File: src/ilmp_pkg.sv
// Package for the interrupt level mask and priority controller.
// Assumes an 8-bit register file port driven by the processor core.
package ilmp_pkg;

  localparam int unsigned NUM_LEVELS = 8;

  // ----------------------------------------------------------------
  // Register locations
  // ----------------------------------------------------------------
  localparam logic [7:0] ADDR_LEVEL_REQUEST_STATUS = 8'hdc;
  localparam logic [7:0] ADDR_LEVEL_MASK           = 8'hdd;
  localparam logic [7:0] ADDR_LEVEL_PRIORITY       = 8'hff;

  // Reset values; mask and priority are undefined, so zero is chosen.
  localparam logic [7:0] RST_LEVEL_REQUEST_STATUS  = 8'h00;
  localparam logic [7:0] RST_LEVEL_MASK            = 8'h00;
  localparam logic [7:0] RST_LEVEL_PRIORITY        = 8'h00;

  // ----------------------------------------------------------------
  // Priority register fields
  // ----------------------------------------------------------------
  localparam int unsigned PRI_GRP_HI  = 7;
  localparam int unsigned PRI_SUB_C   = 6;
  localparam int unsigned PRI_GRP_C   = 5;
  localparam int unsigned PRI_GRP_MID = 4;
  localparam int unsigned PRI_SUB_B   = 3;
  localparam int unsigned PRI_GRP_B   = 2;
  localparam int unsigned PRI_GRP_LO  = 1;
  localparam int unsigned PRI_GRP_A   = 0;

  // Group order codes (bit 7, bit 4, bit 1).
  localparam logic [2:0] ORD_BCA = 3'h1;
  localparam logic [2:0] ORD_ABC = 3'h2;
  localparam logic [2:0] ORD_BAC = 3'h3;
  localparam logic [2:0] ORD_CAB = 3'h4;
  localparam logic [2:0] ORD_CBA = 3'h5;
  localparam logic [2:0] ORD_ACB = 3'h6;

  // Levels whose pending condition clears on acknowledge.
  localparam logic [7:0] AUTO_CLEAR_LEVELS = 8'h0f;

  typedef enum logic [1:0] {
    ILMP_IDLE,
    ILMP_ACK
  } ilmp_state_t;

endpackage : ilmp_pkg

File: src/ilmp_ctrl.sv
// Interrupt level controller: mask, priority and request registers.
// Assumes sources give one-cycle request pulses on the same clock and
// that the core acknowledges through ack_i after seeing irq_o.
`timescale 1ns/1ps

module ilmp_ctrl #(
  parameter int unsigned NLVL = ilmp_pkg::NUM_LEVELS
) (
  input  wire logic            clk_i,
  input  wire logic            rst_i,
  input  wire logic [7:0]      reg_addr_i,
  input  wire logic            reg_wr_i,
  input  wire logic [7:0]      reg_wdata_i,
  output logic      [7:0]      reg_rdata_o,
  input  wire logic            src_timer0_i,
  input  wire logic            src_timer1_i,
  input  wire logic            src_counter_a_i,
  input  wire logic            src_free_running_timer_i,
  input  wire logic            src_serial_i,
  input  wire logic            src_timer2_i,
  input  wire logic [1:0]      src_port2_i,
  input  wire logic [1:0]      src_port0_i,
  input  wire logic [NLVL-1:0] src_enable_i,
  input  wire logic [NLVL-1:0] sw_clear_i,
  input  wire logic            enable_interrupts_instr_i,
  input  wire logic            disable_interrupts_instr_i,
  input  wire logic            return_from_interrupt_i,
  input  wire logic            ack_i,
  output logic                 irq_o,
  output logic [2:0]           irq_level_o,
  output logic [2:0]           irq_source_o,
  output logic                 global_enable_o,
  output logic [NLVL-1:0]      auto_clear_o
);

  // ----------------------------------------------------------------
  // Registers
  // ----------------------------------------------------------------
  logic [7:0]            level_mask;
  logic [7:0]            level_priority;
  logic [NLVL-1:0]       level_request_status;
  logic                  global_enable;
  ilmp_pkg::ilmp_state_t state;

  // ----------------------------------------------------------------
  // Source to level mapping
  // ----------------------------------------------------------------
  wire [NLVL-1:0] level_event;
  assign level_event[0] = src_timer0_i;
  assign level_event[1] = src_timer1_i;
  assign level_event[2] = src_counter_a_i | src_free_running_timer_i | src_serial_i;
  assign level_event[3] = src_timer2_i;
  assign level_event[5:4] = src_port2_i;
  assign level_event[7:6] = src_port0_i;

  // Within level 2 the lowest vector wins: counter, timer match, serial.
  wire [2:0] lvl2_source = src_counter_a_i          ? 3'h0 :
                           src_free_running_timer_i ? 3'h1 :
                           src_serial_i             ? 3'h2 : 3'h0;
  logic [2:0] lvl2_held;

  // ----------------------------------------------------------------
  // Eligibility and priority resolution
  // ----------------------------------------------------------------
  wire [NLVL-1:0] eligible = level_request_status & level_mask & src_enable_i;

  wire p_a  = level_priority[ilmp_pkg::PRI_GRP_A];
  wire p_bg = level_priority[ilmp_pkg::PRI_GRP_B];
  wire p_bs = level_priority[ilmp_pkg::PRI_SUB_B];
  wire p_cg = level_priority[ilmp_pkg::PRI_GRP_C];
  wire p_cs = level_priority[ilmp_pkg::PRI_SUB_C];

  // Winner inside each group.
  wire [2:0] a_lvl = (eligible[1] & (p_a | ~eligible[0])) ? 3'h1 : 3'h0;
  wire       a_any = |eligible[1:0];
  wire [2:0] b_sub = (eligible[4] & (p_bs | ~eligible[3])) ? 3'h4 : 3'h3;
  wire       b_sub_any = |eligible[4:3];
  wire [2:0] b_lvl = (b_sub_any & (p_bg | ~eligible[2])) ? b_sub : 3'h2;
  wire       b_any = |eligible[4:2];
  wire [2:0] c_sub = (eligible[7] & (p_cs | ~eligible[6])) ? 3'h7 : 3'h6;
  wire       c_sub_any = |eligible[7:6];
  wire [2:0] c_lvl = (c_sub_any & (p_cg | ~eligible[5])) ? c_sub : 3'h5;
  wire       c_any = |eligible[7:5];

  // Group order code, bit 7 most significant.
  wire [2:0] order = {level_priority[ilmp_pkg::PRI_GRP_HI],
                      level_priority[ilmp_pkg::PRI_GRP_MID],
                      level_priority[ilmp_pkg::PRI_GRP_LO]};

  logic [2:0] win_lvl;
  logic       win_any;
  assign win_any = a_any | b_any | c_any;

  always_comb begin
    case (order)
      ilmp_pkg::ORD_BCA: win_lvl = b_any ? b_lvl : (c_any ? c_lvl : a_lvl);
      ilmp_pkg::ORD_BAC: win_lvl = b_any ? b_lvl : (a_any ? a_lvl : c_lvl);
      ilmp_pkg::ORD_CAB: win_lvl = c_any ? c_lvl : (a_any ? a_lvl : b_lvl);
      ilmp_pkg::ORD_CBA: win_lvl = c_any ? c_lvl : (b_any ? b_lvl : a_lvl);
      ilmp_pkg::ORD_ACB: win_lvl = a_any ? a_lvl : (c_any ? c_lvl : b_lvl);
      // Undefined codes still resolve so no request is stranded.
      default:           win_lvl = a_any ? a_lvl : (b_any ? b_lvl : c_lvl);
    endcase
  end

  // Only offered when globally enabled; the core decides when to take it.
  wire offer = win_any & global_enable;
  wire take  = (state == ilmp_pkg::ILMP_ACK) & ack_i;

  // ----------------------------------------------------------------
  // Register access
  // ----------------------------------------------------------------
  wire wr_mask = reg_wr_i & (reg_addr_i == ilmp_pkg::ADDR_LEVEL_MASK);
  wire wr_pri  = reg_wr_i & (reg_addr_i == ilmp_pkg::ADDR_LEVEL_PRIORITY);

  wire [7:0] rd_mux =
    (reg_addr_i == ilmp_pkg::ADDR_LEVEL_REQUEST_STATUS) ? level_request_status :
    (reg_addr_i == ilmp_pkg::ADDR_LEVEL_MASK)           ? level_mask :
    (reg_addr_i == ilmp_pkg::ADDR_LEVEL_PRIORITY)       ? level_priority : 8'h00;

  // Clearing on service: only hardware-cleared levels, only the one taken.
  wire [NLVL-1:0] taken_onehot = take ? (NLVL'(1) << irq_level_o) : '0;
  wire [NLVL-1:0] hw_clear = taken_onehot & ilmp_pkg::AUTO_CLEAR_LEVELS;
  wire [NLVL-1:0] next_request;

  // ----------------------------------------------------------------
  // Request latch per level
  // ----------------------------------------------------------------
  genvar g;
  generate
    for (g = 0; g < NLVL; g++) begin : g_req
      // A new event wins over a clear in the same cycle; recording
      // ignores the global enable so polling still sees it.
      assign next_request[g] = level_event[g] |
                               (level_request_status[g] & ~hw_clear[g] & ~sw_clear_i[g]);
    end
  endgenerate

  always_ff @(posedge clk_i) begin
    if (rst_i) begin
      level_request_status <= ilmp_pkg::RST_LEVEL_REQUEST_STATUS;
    end else begin
      level_request_status <= next_request;
    end
  end

  always_ff @(posedge clk_i) begin
    if (rst_i) begin
      level_mask     <= ilmp_pkg::RST_LEVEL_MASK;
      level_priority <= ilmp_pkg::RST_LEVEL_PRIORITY;
    end else begin
      if (wr_mask) begin
        level_mask <= reg_wdata_i;
      end
      if (wr_pri) begin
        level_priority <= reg_wdata_i;
      end
    end
  end

  // ----------------------------------------------------------------
  // Global enable and acknowledge sequencing
  // ----------------------------------------------------------------
  always_ff @(posedge clk_i) begin
    if (rst_i) begin
      global_enable <= 1'b0;
    end else if (take | disable_interrupts_instr_i) begin
      global_enable <= 1'b0;
    end else if (return_from_interrupt_i | enable_interrupts_instr_i) begin
      global_enable <= 1'b1;
    end
  end

  // A later level 2 source may only take over a pending level when its vector
  // is lower, so an earlier counter event is not hidden by a serial event.
  wire lvl2_empty = ~level_request_status[2] | hw_clear[2] | sw_clear_i[2];
  wire lvl2_load  = level_event[2] & (lvl2_empty | (lvl2_source < lvl2_held));

  always_ff @(posedge clk_i) begin
    if (rst_i) begin
      lvl2_held <= 3'h0;
    end else if (lvl2_load) begin
      lvl2_held <= lvl2_source;
    end
  end

  // Level and source are frozen while offered so the core sees a stable pair.
  always_ff @(posedge clk_i) begin
    if (rst_i) begin
      state        <= ilmp_pkg::ILMP_IDLE;
      irq_o        <= 1'b0;
      irq_level_o  <= 3'h0;
      irq_source_o <= 3'h0;
    end else begin
      case (state)
        ilmp_pkg::ILMP_IDLE: begin
          if (offer) begin
            state        <= ilmp_pkg::ILMP_ACK;
            irq_o        <= 1'b1;
            irq_level_o  <= win_lvl;
            irq_source_o <= (win_lvl == 3'h2) ? lvl2_held : 3'h0;
          end
        end
        ilmp_pkg::ILMP_ACK: begin
          if (ack_i | ~global_enable) begin
            state <= ilmp_pkg::ILMP_IDLE;
            irq_o <= 1'b0;
          end
        end
        default: begin
          state <= ilmp_pkg::ILMP_IDLE;
          irq_o <= 1'b0;
        end
      endcase
    end
  end

  always_ff @(posedge clk_i) begin
    if (rst_i) begin
      reg_rdata_o     <= 8'h00;
      global_enable_o <= 1'b0;
      auto_clear_o    <= '0;
    end else begin
      reg_rdata_o     <= rd_mux;
      global_enable_o <= global_enable;
      auto_clear_o    <= hw_clear;
    end
  end

endmodule : ilmp_ctrl

File: config.mk
export PLATFORM = sky130hd
export DESIGN_NAME = ilmp_ctrl
export DESIGN_NICKNAME = d
export VERILOG_FILES = /design/src/ilmp_pkg.sv /design/src/ilmp_ctrl.sv
export SDC_FILE = /design/constraint.sdc
export NUM_CORES = 1
export LEC_CHECK = 0
export BUFFER_PORTS_ARGS = -buffer_cell sky130_fd_sc_hd__buf_2
export CAP_MARGIN = 20
export CORE_UTILIZATION = 51
export DETAILED_ROUTE_END_ITERATION = 8
export PLACE_DENSITY = 0.81
export SYNTH_ARGS = -nofsm -noshare
export SYNTH_HDL_FRONTEND = slang
export SYNTH_SLANG_ARGS = --single-unit
File: constraint.sdc
create_clock -name clk_i -period 2.07 [get_ports clk_i]
set_clock_uncertainty 0.05 [all_clocks]
set_input_delay 0.1035 -clock clk_i [delete_from_list [all_inputs] [get_ports clk_i]]
set_output_delay 0.1035 -clock clk_i [all_outputs]
set_load 0.03 [all_outputs]
* Word level (Yosys, flattened, before mapping)
Cells that the tools add are included.
** Operators by class
- Order comparisons :: 1
- Eq/ne operators :: 12
- Shift-type cells :: 1
- Mux-type cells :: 32
- Bitwise logic cells :: 66
- Reduce and logical (&&, ||, !) cells :: 9
** Operators with widths (count)
- 2-to-1 mux 3 bit :: 15
- equality test 8 bit (second input constant) :: 3
- 2-to-1 mux 8 bit :: 3
- bitwise OR 1 bit :: 23
- bitwise AND 1 bit :: 22
- NOT 1 bit :: 19
- bitwise AND 8 bit :: 2
- one-hot mux 3 bit (5 select lines) :: 1
- 2-to-1 mux 2 bit :: 6
- equality test 3 bit (second input constant) :: 3
- OR reduction 2 bit :: 4
- equality test 3 x 2 -> 1 bit (second input constant) :: 2
- OR reduction 3 bit :: 2
- 2-to-1 mux 1 bit :: 4
- 2-to-1 mux 4 bit :: 1
- one-hot mux 2 bit (2 select lines) :: 1
- AND reduction 2 bit :: 2
- << shifter 1 x 3 -> 4 bit (first input constant) :: 1
- equality test 3 x 1 -> 1 bit (second input constant) :: 1
- < comparator 2 x 3 -> 1 bit :: 1
- equality test 2 x 1 -> 1 bit (second input constant) :: 1
- zero test 2 bit :: 1
- inequality test 2 x 1 -> 1 bit (second input constant) :: 1
- inequality test 2 bit (second input constant) :: 1
- one-hot mux 1 bit (2 select lines) :: 1
** Storage, ports and cells
- Bits in registers :: 54
- Word-level logic and storage cells :: 134

* Logic depth before layout (Yosys ltp)
- Depth in word-level cells :: 12
- Depth in mapped cells :: 7
- Depth with buffers taken out :: 6

* Worst setup path after synthesis
OpenSTA, ideal clock, no wires.
- Kind :: reg-to-reg
- Start point :: reg level_request_status[4]
- End point :: reg irq_source_o[0]
- Arrival time :: 1.661 ns
- Required time :: 1.933 ns
- Slack :: 0.272 ns
- Cell stages (with the launch flop) :: 8
- Buffers on the path :: 1
- Period minus slack after synthesis :: 1.798 ns
- Path through :: dfxtp_1 > nand3_2 > and3_4 > buf_6 > a311oi_4 > a21boi_2 > nand4_2 > o31ai_1
** On the way
- Longest elaborated chain between the ends :: 10
** Ends and longest elaborated chain
- start, declared :: RTL line ilmp_ctrl.sv:41 : logic [NLVL-1:0] level_request_status;
- start signal, assigned :: RTL line ilmp_ctrl.sv:141 : level_request_status <= ilmp_pkg::RST_LEVEL_REQUEST_STATUS;
- start signal, assigned :: RTL line ilmp_ctrl.sv:143 : level_request_status <= next_request;
- bitwise AND 8 bit * (2 in a row) :: RTL line ilmp_ctrl.sv:65 : wire [NLVL-1:0] eligible = level_request_status & level_mask & src_enable_i;
- bitwise AND 1 bit / OR reduction 2 bit (equally long branches) :: RTL line ilmp_ctrl.sv:76, ilmp_ctrl.sv:77
- 2-to-1 mux 3 bit / bitwise AND 1 bit (equally long branches) :: RTL line ilmp_ctrl.sv:76, ilmp_ctrl.sv:78
- 2-to-1 mux 3 bit :: RTL line ilmp_ctrl.sv:78 : wire [2:0] b_lvl = (b_sub_any & (p_bg | ~eligible[2])) ? b_sub : 3'h2;
- 2-to-1 mux 3 bit, on equally long branches (2 in a row)
- one-hot mux 3 bit (5 select lines) :: RTL line ilmp_ctrl.sv:95 : case (order)
- equality test 3 x 2 -> 1 bit :: RTL line ilmp_ctrl.sv:201 : irq_source_o <= (win_lvl == 3'h2) ? lvl2_held : 3'h0;
- 2-to-1 mux 3 bit :: RTL line ilmp_ctrl.sv:201
- end signal, assigned :: RTL line ilmp_ctrl.sv:201
- end, declared :: RTL line ilmp_ctrl.sv:31 : output logic [2:0] irq_source_o,
Every way passes the cells marked *; elsewhere a longest branch is shown, timed or not.
A chain may end at the register's enable or synchronous reset.

* Worst setup path after layout
- Start point :: reg level_request_status[7]
- End point :: reg irq_source_o[0]
** On the way
- Longest elaborated chain between the ends :: 10
** Ends and longest elaborated chain
- bitwise AND 8 bit * (2 in a row) :: RTL line ilmp_ctrl.sv:65
- bitwise AND 1 bit / OR reduction 2 bit (equally long branches) :: RTL line ilmp_ctrl.sv:80, ilmp_ctrl.sv:81
- 2-to-1 mux 1 bit / bitwise AND 1 bit (equally long branches) :: RTL line ilmp_ctrl.sv:80, ilmp_ctrl.sv:82
- 2-to-1 mux 2 bit :: RTL line ilmp_ctrl.sv:82 : wire [2:0] c_lvl = (c_sub_any & (p_cg | ~eligible[5])) ? c_sub : 3'h5;
- 2-to-1 mux 3 bit, on equally long branches (2 in a row)
- one-hot mux 3 bit (5 select lines) :: RTL line ilmp_ctrl.sv:95
- equality test 3 x 2 -> 1 bit :: RTL line ilmp_ctrl.sv:201
- 2-to-1 mux 3 bit :: RTL line ilmp_ctrl.sv:201
Marks and branches as above.

==> impl_metrics.json <==
{
  "clk_path_buf_depth": 2,
  "r2r_setup_slack_ns": 0.12,
  "max_slew.worst_pin.slew_ns": 0.5345,
  "drv_cap": 0,
  "grt_pass1_wl_um": 9321,
  "switching_power_w": 0.0003936,
  "max_slew_margin_pct": 64.09,
  "switching_share_pct": 22.92,
  "hold_viol": 0,
  "cts_tree": "built",
  "yosysWarnings": 0,
  "min_period_ns": 1.950,
  "fin_hold_ws_ns": 0.01193,
  "yosysUniqueCellTypes": 56,
  "syn_area_per_cell_um2": 8.399,
  "grt_max_degree": 27,
  "drc": 0,
  "powerDensity_nw_per_um2": 597.4,
  "place_congestion": 0.9186,
  "drv_slew": 0,
  "area_growth_pct": 24.49,
  "die_x_um": 69.30,
  "startpoint_type": "flop",
  "seq_area_frac_synth_pct": 39.87,
  "drtIter0Drc": 189,
  "dpl.cell_count": 385,
  "drive_above_1_share_pct": 29.18,
  "via_per_inst": 5.709,
  "period_share_pct": 94.21,
  "ant_nets": 0,
  "crit_fanout": 6,
  "seq_power_share_pct": 53.1,
  "clkPwrFrac_pct": 38.8,
  "status": "finished clean",
  "intPower_w": 0.001324,
  "grt.total_usage_pct": 23.70,
  "netlist_top_cells_area": "dfxtp_1 40%, a21oi_1 5.6%, nand3_1 5.2%",
  "synth_top_area_share_pct": 39.87,
  "die_y_um": 69.30,
  "synth_area_um2": 2310,
  "hold_path.class": "in -> reg",
  "start_util_pct": 53.05,
  "dp_hpwl_um": 4024,
  "dr.pass1.iters": 6,
  "fp-row-count": 24,
  "antenna_found_initial": 0,
  "required_ns": 2.22,
  "wl_per_cell_um": 13.58,
  "worstPathArrival_ns": 2.10,
  "netlist_instances": 275,
  "antennaDiodeCount": 0,
  "async_flop_share_pct": 0,
  "critPathKind": "reg -> reg",
  "clk_latency_ns": 0.30,
  "io_buffers": 67,
  "leakagePower_nw": 1.174,
  "cts-root-buf": "clkbuf_8",
  "clkSlewWorstSetupHoldPaths_ns": 0.09,
  "grt_pass1_vias": 2041,
  "die_area_um2": 4802,
  "yosys_register_bits": 46,
  "grt_overflow": 0,
  "rsz0062_at_grt": "yes",
  "comb_power_share_pct": 8.0,
  "htree_levels": 2,
  "vias": 2312,
  "fillerInstances": 377,
  "routed_wl_um": 5498,
  "ys.flop_type": "dfxtp_1",
  "ioPinCount": 73,
  "clkSinkCount": 46,
  "peakVddDrop_mv": 0.3179,
  "synth_edf_count": 0,
  "coreArea_um2": 4354,
  "cts_buffers": 5,
  "synth_top_area_cell": "dfxtp_1",
  "setup_viol": 0,
  "stdcell_count": 405,
  "fin_nets": 402,
  "cp-end-kind": "flop",
  "fmax_mhz": 512.8
}
## repair_timing
action	CTS	global route
endpoints found under the setup margin	1	2
hold endpoints to repair	8	0
buffers inserted	2	1
hold buffers	9	0
pin swaps	1	1
resized for setup	0	1
## registers in the layout, summed over array words and instances (netlist names)
name and count:
global_enable 1, level_mask 8, auto_clear_o 4, irq_o 1, global_enable_o 1, irq_level_o 3, reg_rdata_o 8, irq_source_o 2
level_request_status 8, lvl2_held 2, level_priority 8
## cells in the mapped netlist, types with 2 or more instances
cell        n
and3_4      3
nand2b_1    4
o31ai_1     3
a2bb2oi_1   2
and3_1      2
inv_1      11
nor2_1     31
o21ai_0     2
dfxtp_1    46
o211ai_1    4
a211oi_1    3
nor4_1      3
buf_6       2
nand3_1    24
nor3b_1     3
nor3_1      7
a222oi_1    8
a31oi_1     2
a311oi_4    2
o221ai_1    2
a22oi_1     3
clkbuf_8    2
clkbuf_1   10
nand3b_1    2
nand2_1    32
buf_4       5
a21oi_1    26
nand3_2     3
## final timing paths
path / startpoint / to / cells past startpoint
max: level_request_status[7]$_SDFF_PP0_ / irq_source_o[0]$_SDFFE_PP0P_ / 7
min: reg_wdata_i[6] / level_mask[6]$_SDFFE_PP0P_ / 3
max reg2reg: level_request_status[7]$_SDFF_PP0_ / irq_source_o[0]$_SDFFE_PP0P_ / 7
min reg2reg: irq_source_o[1]$_SDFFE_PP0P_ / irq_source_o[1]$_SDFFE_PP0P_ / 2
## per-layer routing
metal	GRT usage, %	vias up	share of wire (%)
met5	0	-	0
met4	6.576	0	0.64
met3	5.087	6	7.8
met2	40.02	113	49
met1	30.46	1039	43
li1	-	1154	-
## through the flow
step	TNS [ns]	setup WS [ns]	total power [W]	util [%]	instance area [um^2]
4_1_cts	0	0.08372	0.001718	65.69	2860
3_3_place_gp	0	0.1626	0.001054	60.75	2645
6_report	0	0.1198	0.001718	66.03	2875
5_1_grt	-0.02243	-0.01559	0.001773	66.03	2875
2_1_floorplan	0	0.2724	0.001001	-	2325
3_5_place_dp	0	0.01052	0.001058	60.75	2645
## final cells by class
| type | count | area (um^2) | share of cell area (%) |
|---|---|---|---|
| tap | 52 | 65.06 | 2.263 |
| sequential | 46 | 920.9 | 32.03 |
| timing repair buffer | 85 | 493.0 | 17.15 |
| clock buffer | 6 | 72.57 | 2.524 |
| clock inverter | 2 | 37.54 | 1.305 |
| multi-input combinational | 203 | 1245 | 43.30 |
| inverter | 11 | 41.29 | 1.436 |
## power by group through the flow
stage / combinational [W] / sequential, W / clock [W]
3_3_place_gp: 0.000122 / 0.000932 / 0
3_5_place_dp: 0.000124 / 0.000933 / 0
2_1_floorplan: 0.0000699 / 0.000931 / 0
6_report: 0.000138 / 0.000913 / 0.000667
4_1_cts: 0.000138 / 0.000912 / 0.000668
5_1_grt: 0.000153 / 0.000915 / 0.000705
## cell usage in the layout (no fill, tap or decap), types with 3 or more instances in the layout
cell type      instances
buf_2                 67
dfxtp_1               46
nand2_1               32
nor2_1                31
a21oi_1               26
nand3_1               24
inv_1                 11
dlygate4sd3_1          9
buf_4                  9
a222oi_1               8
nor3_1                 7
conb_1                 5
clkbuf_8               5
o211ai_1               4
nand2b_1               4
nor3b_1                3
and3_4                 3
nand3_2                3
a22oi_1                3
a211oi_1               3
nor4_1                 3
o31ai_1                3
## critical path: stages, from the launching register on
cell	delay (ns)
dfxtp_1	0.36
and3_4	0.24
a311oi_4	0.06
buf_4	0.19
a311oi_4	0.34
a21boi_2	0.23
nand4_2	0.12
o31ai_1	0.26
## kinds of logic (layout without fill, tap and decap cells)
group | count (synthesis) | count (layout) | share of synthesized area [%]
other | 1 | 5 | 0.1624
buffers and inverters | 30 | 104 | 7.205
DFF | 46 | 46 | 39.87
and+or+nand+nor | 123 | 123 | 26.87
adders and majority gates | 1 | 1 | 0.5416
AOI/OAI and AO/OA | 74 | 74 | 25.35
Note: power is estimated with default switching activity, not from simulation.
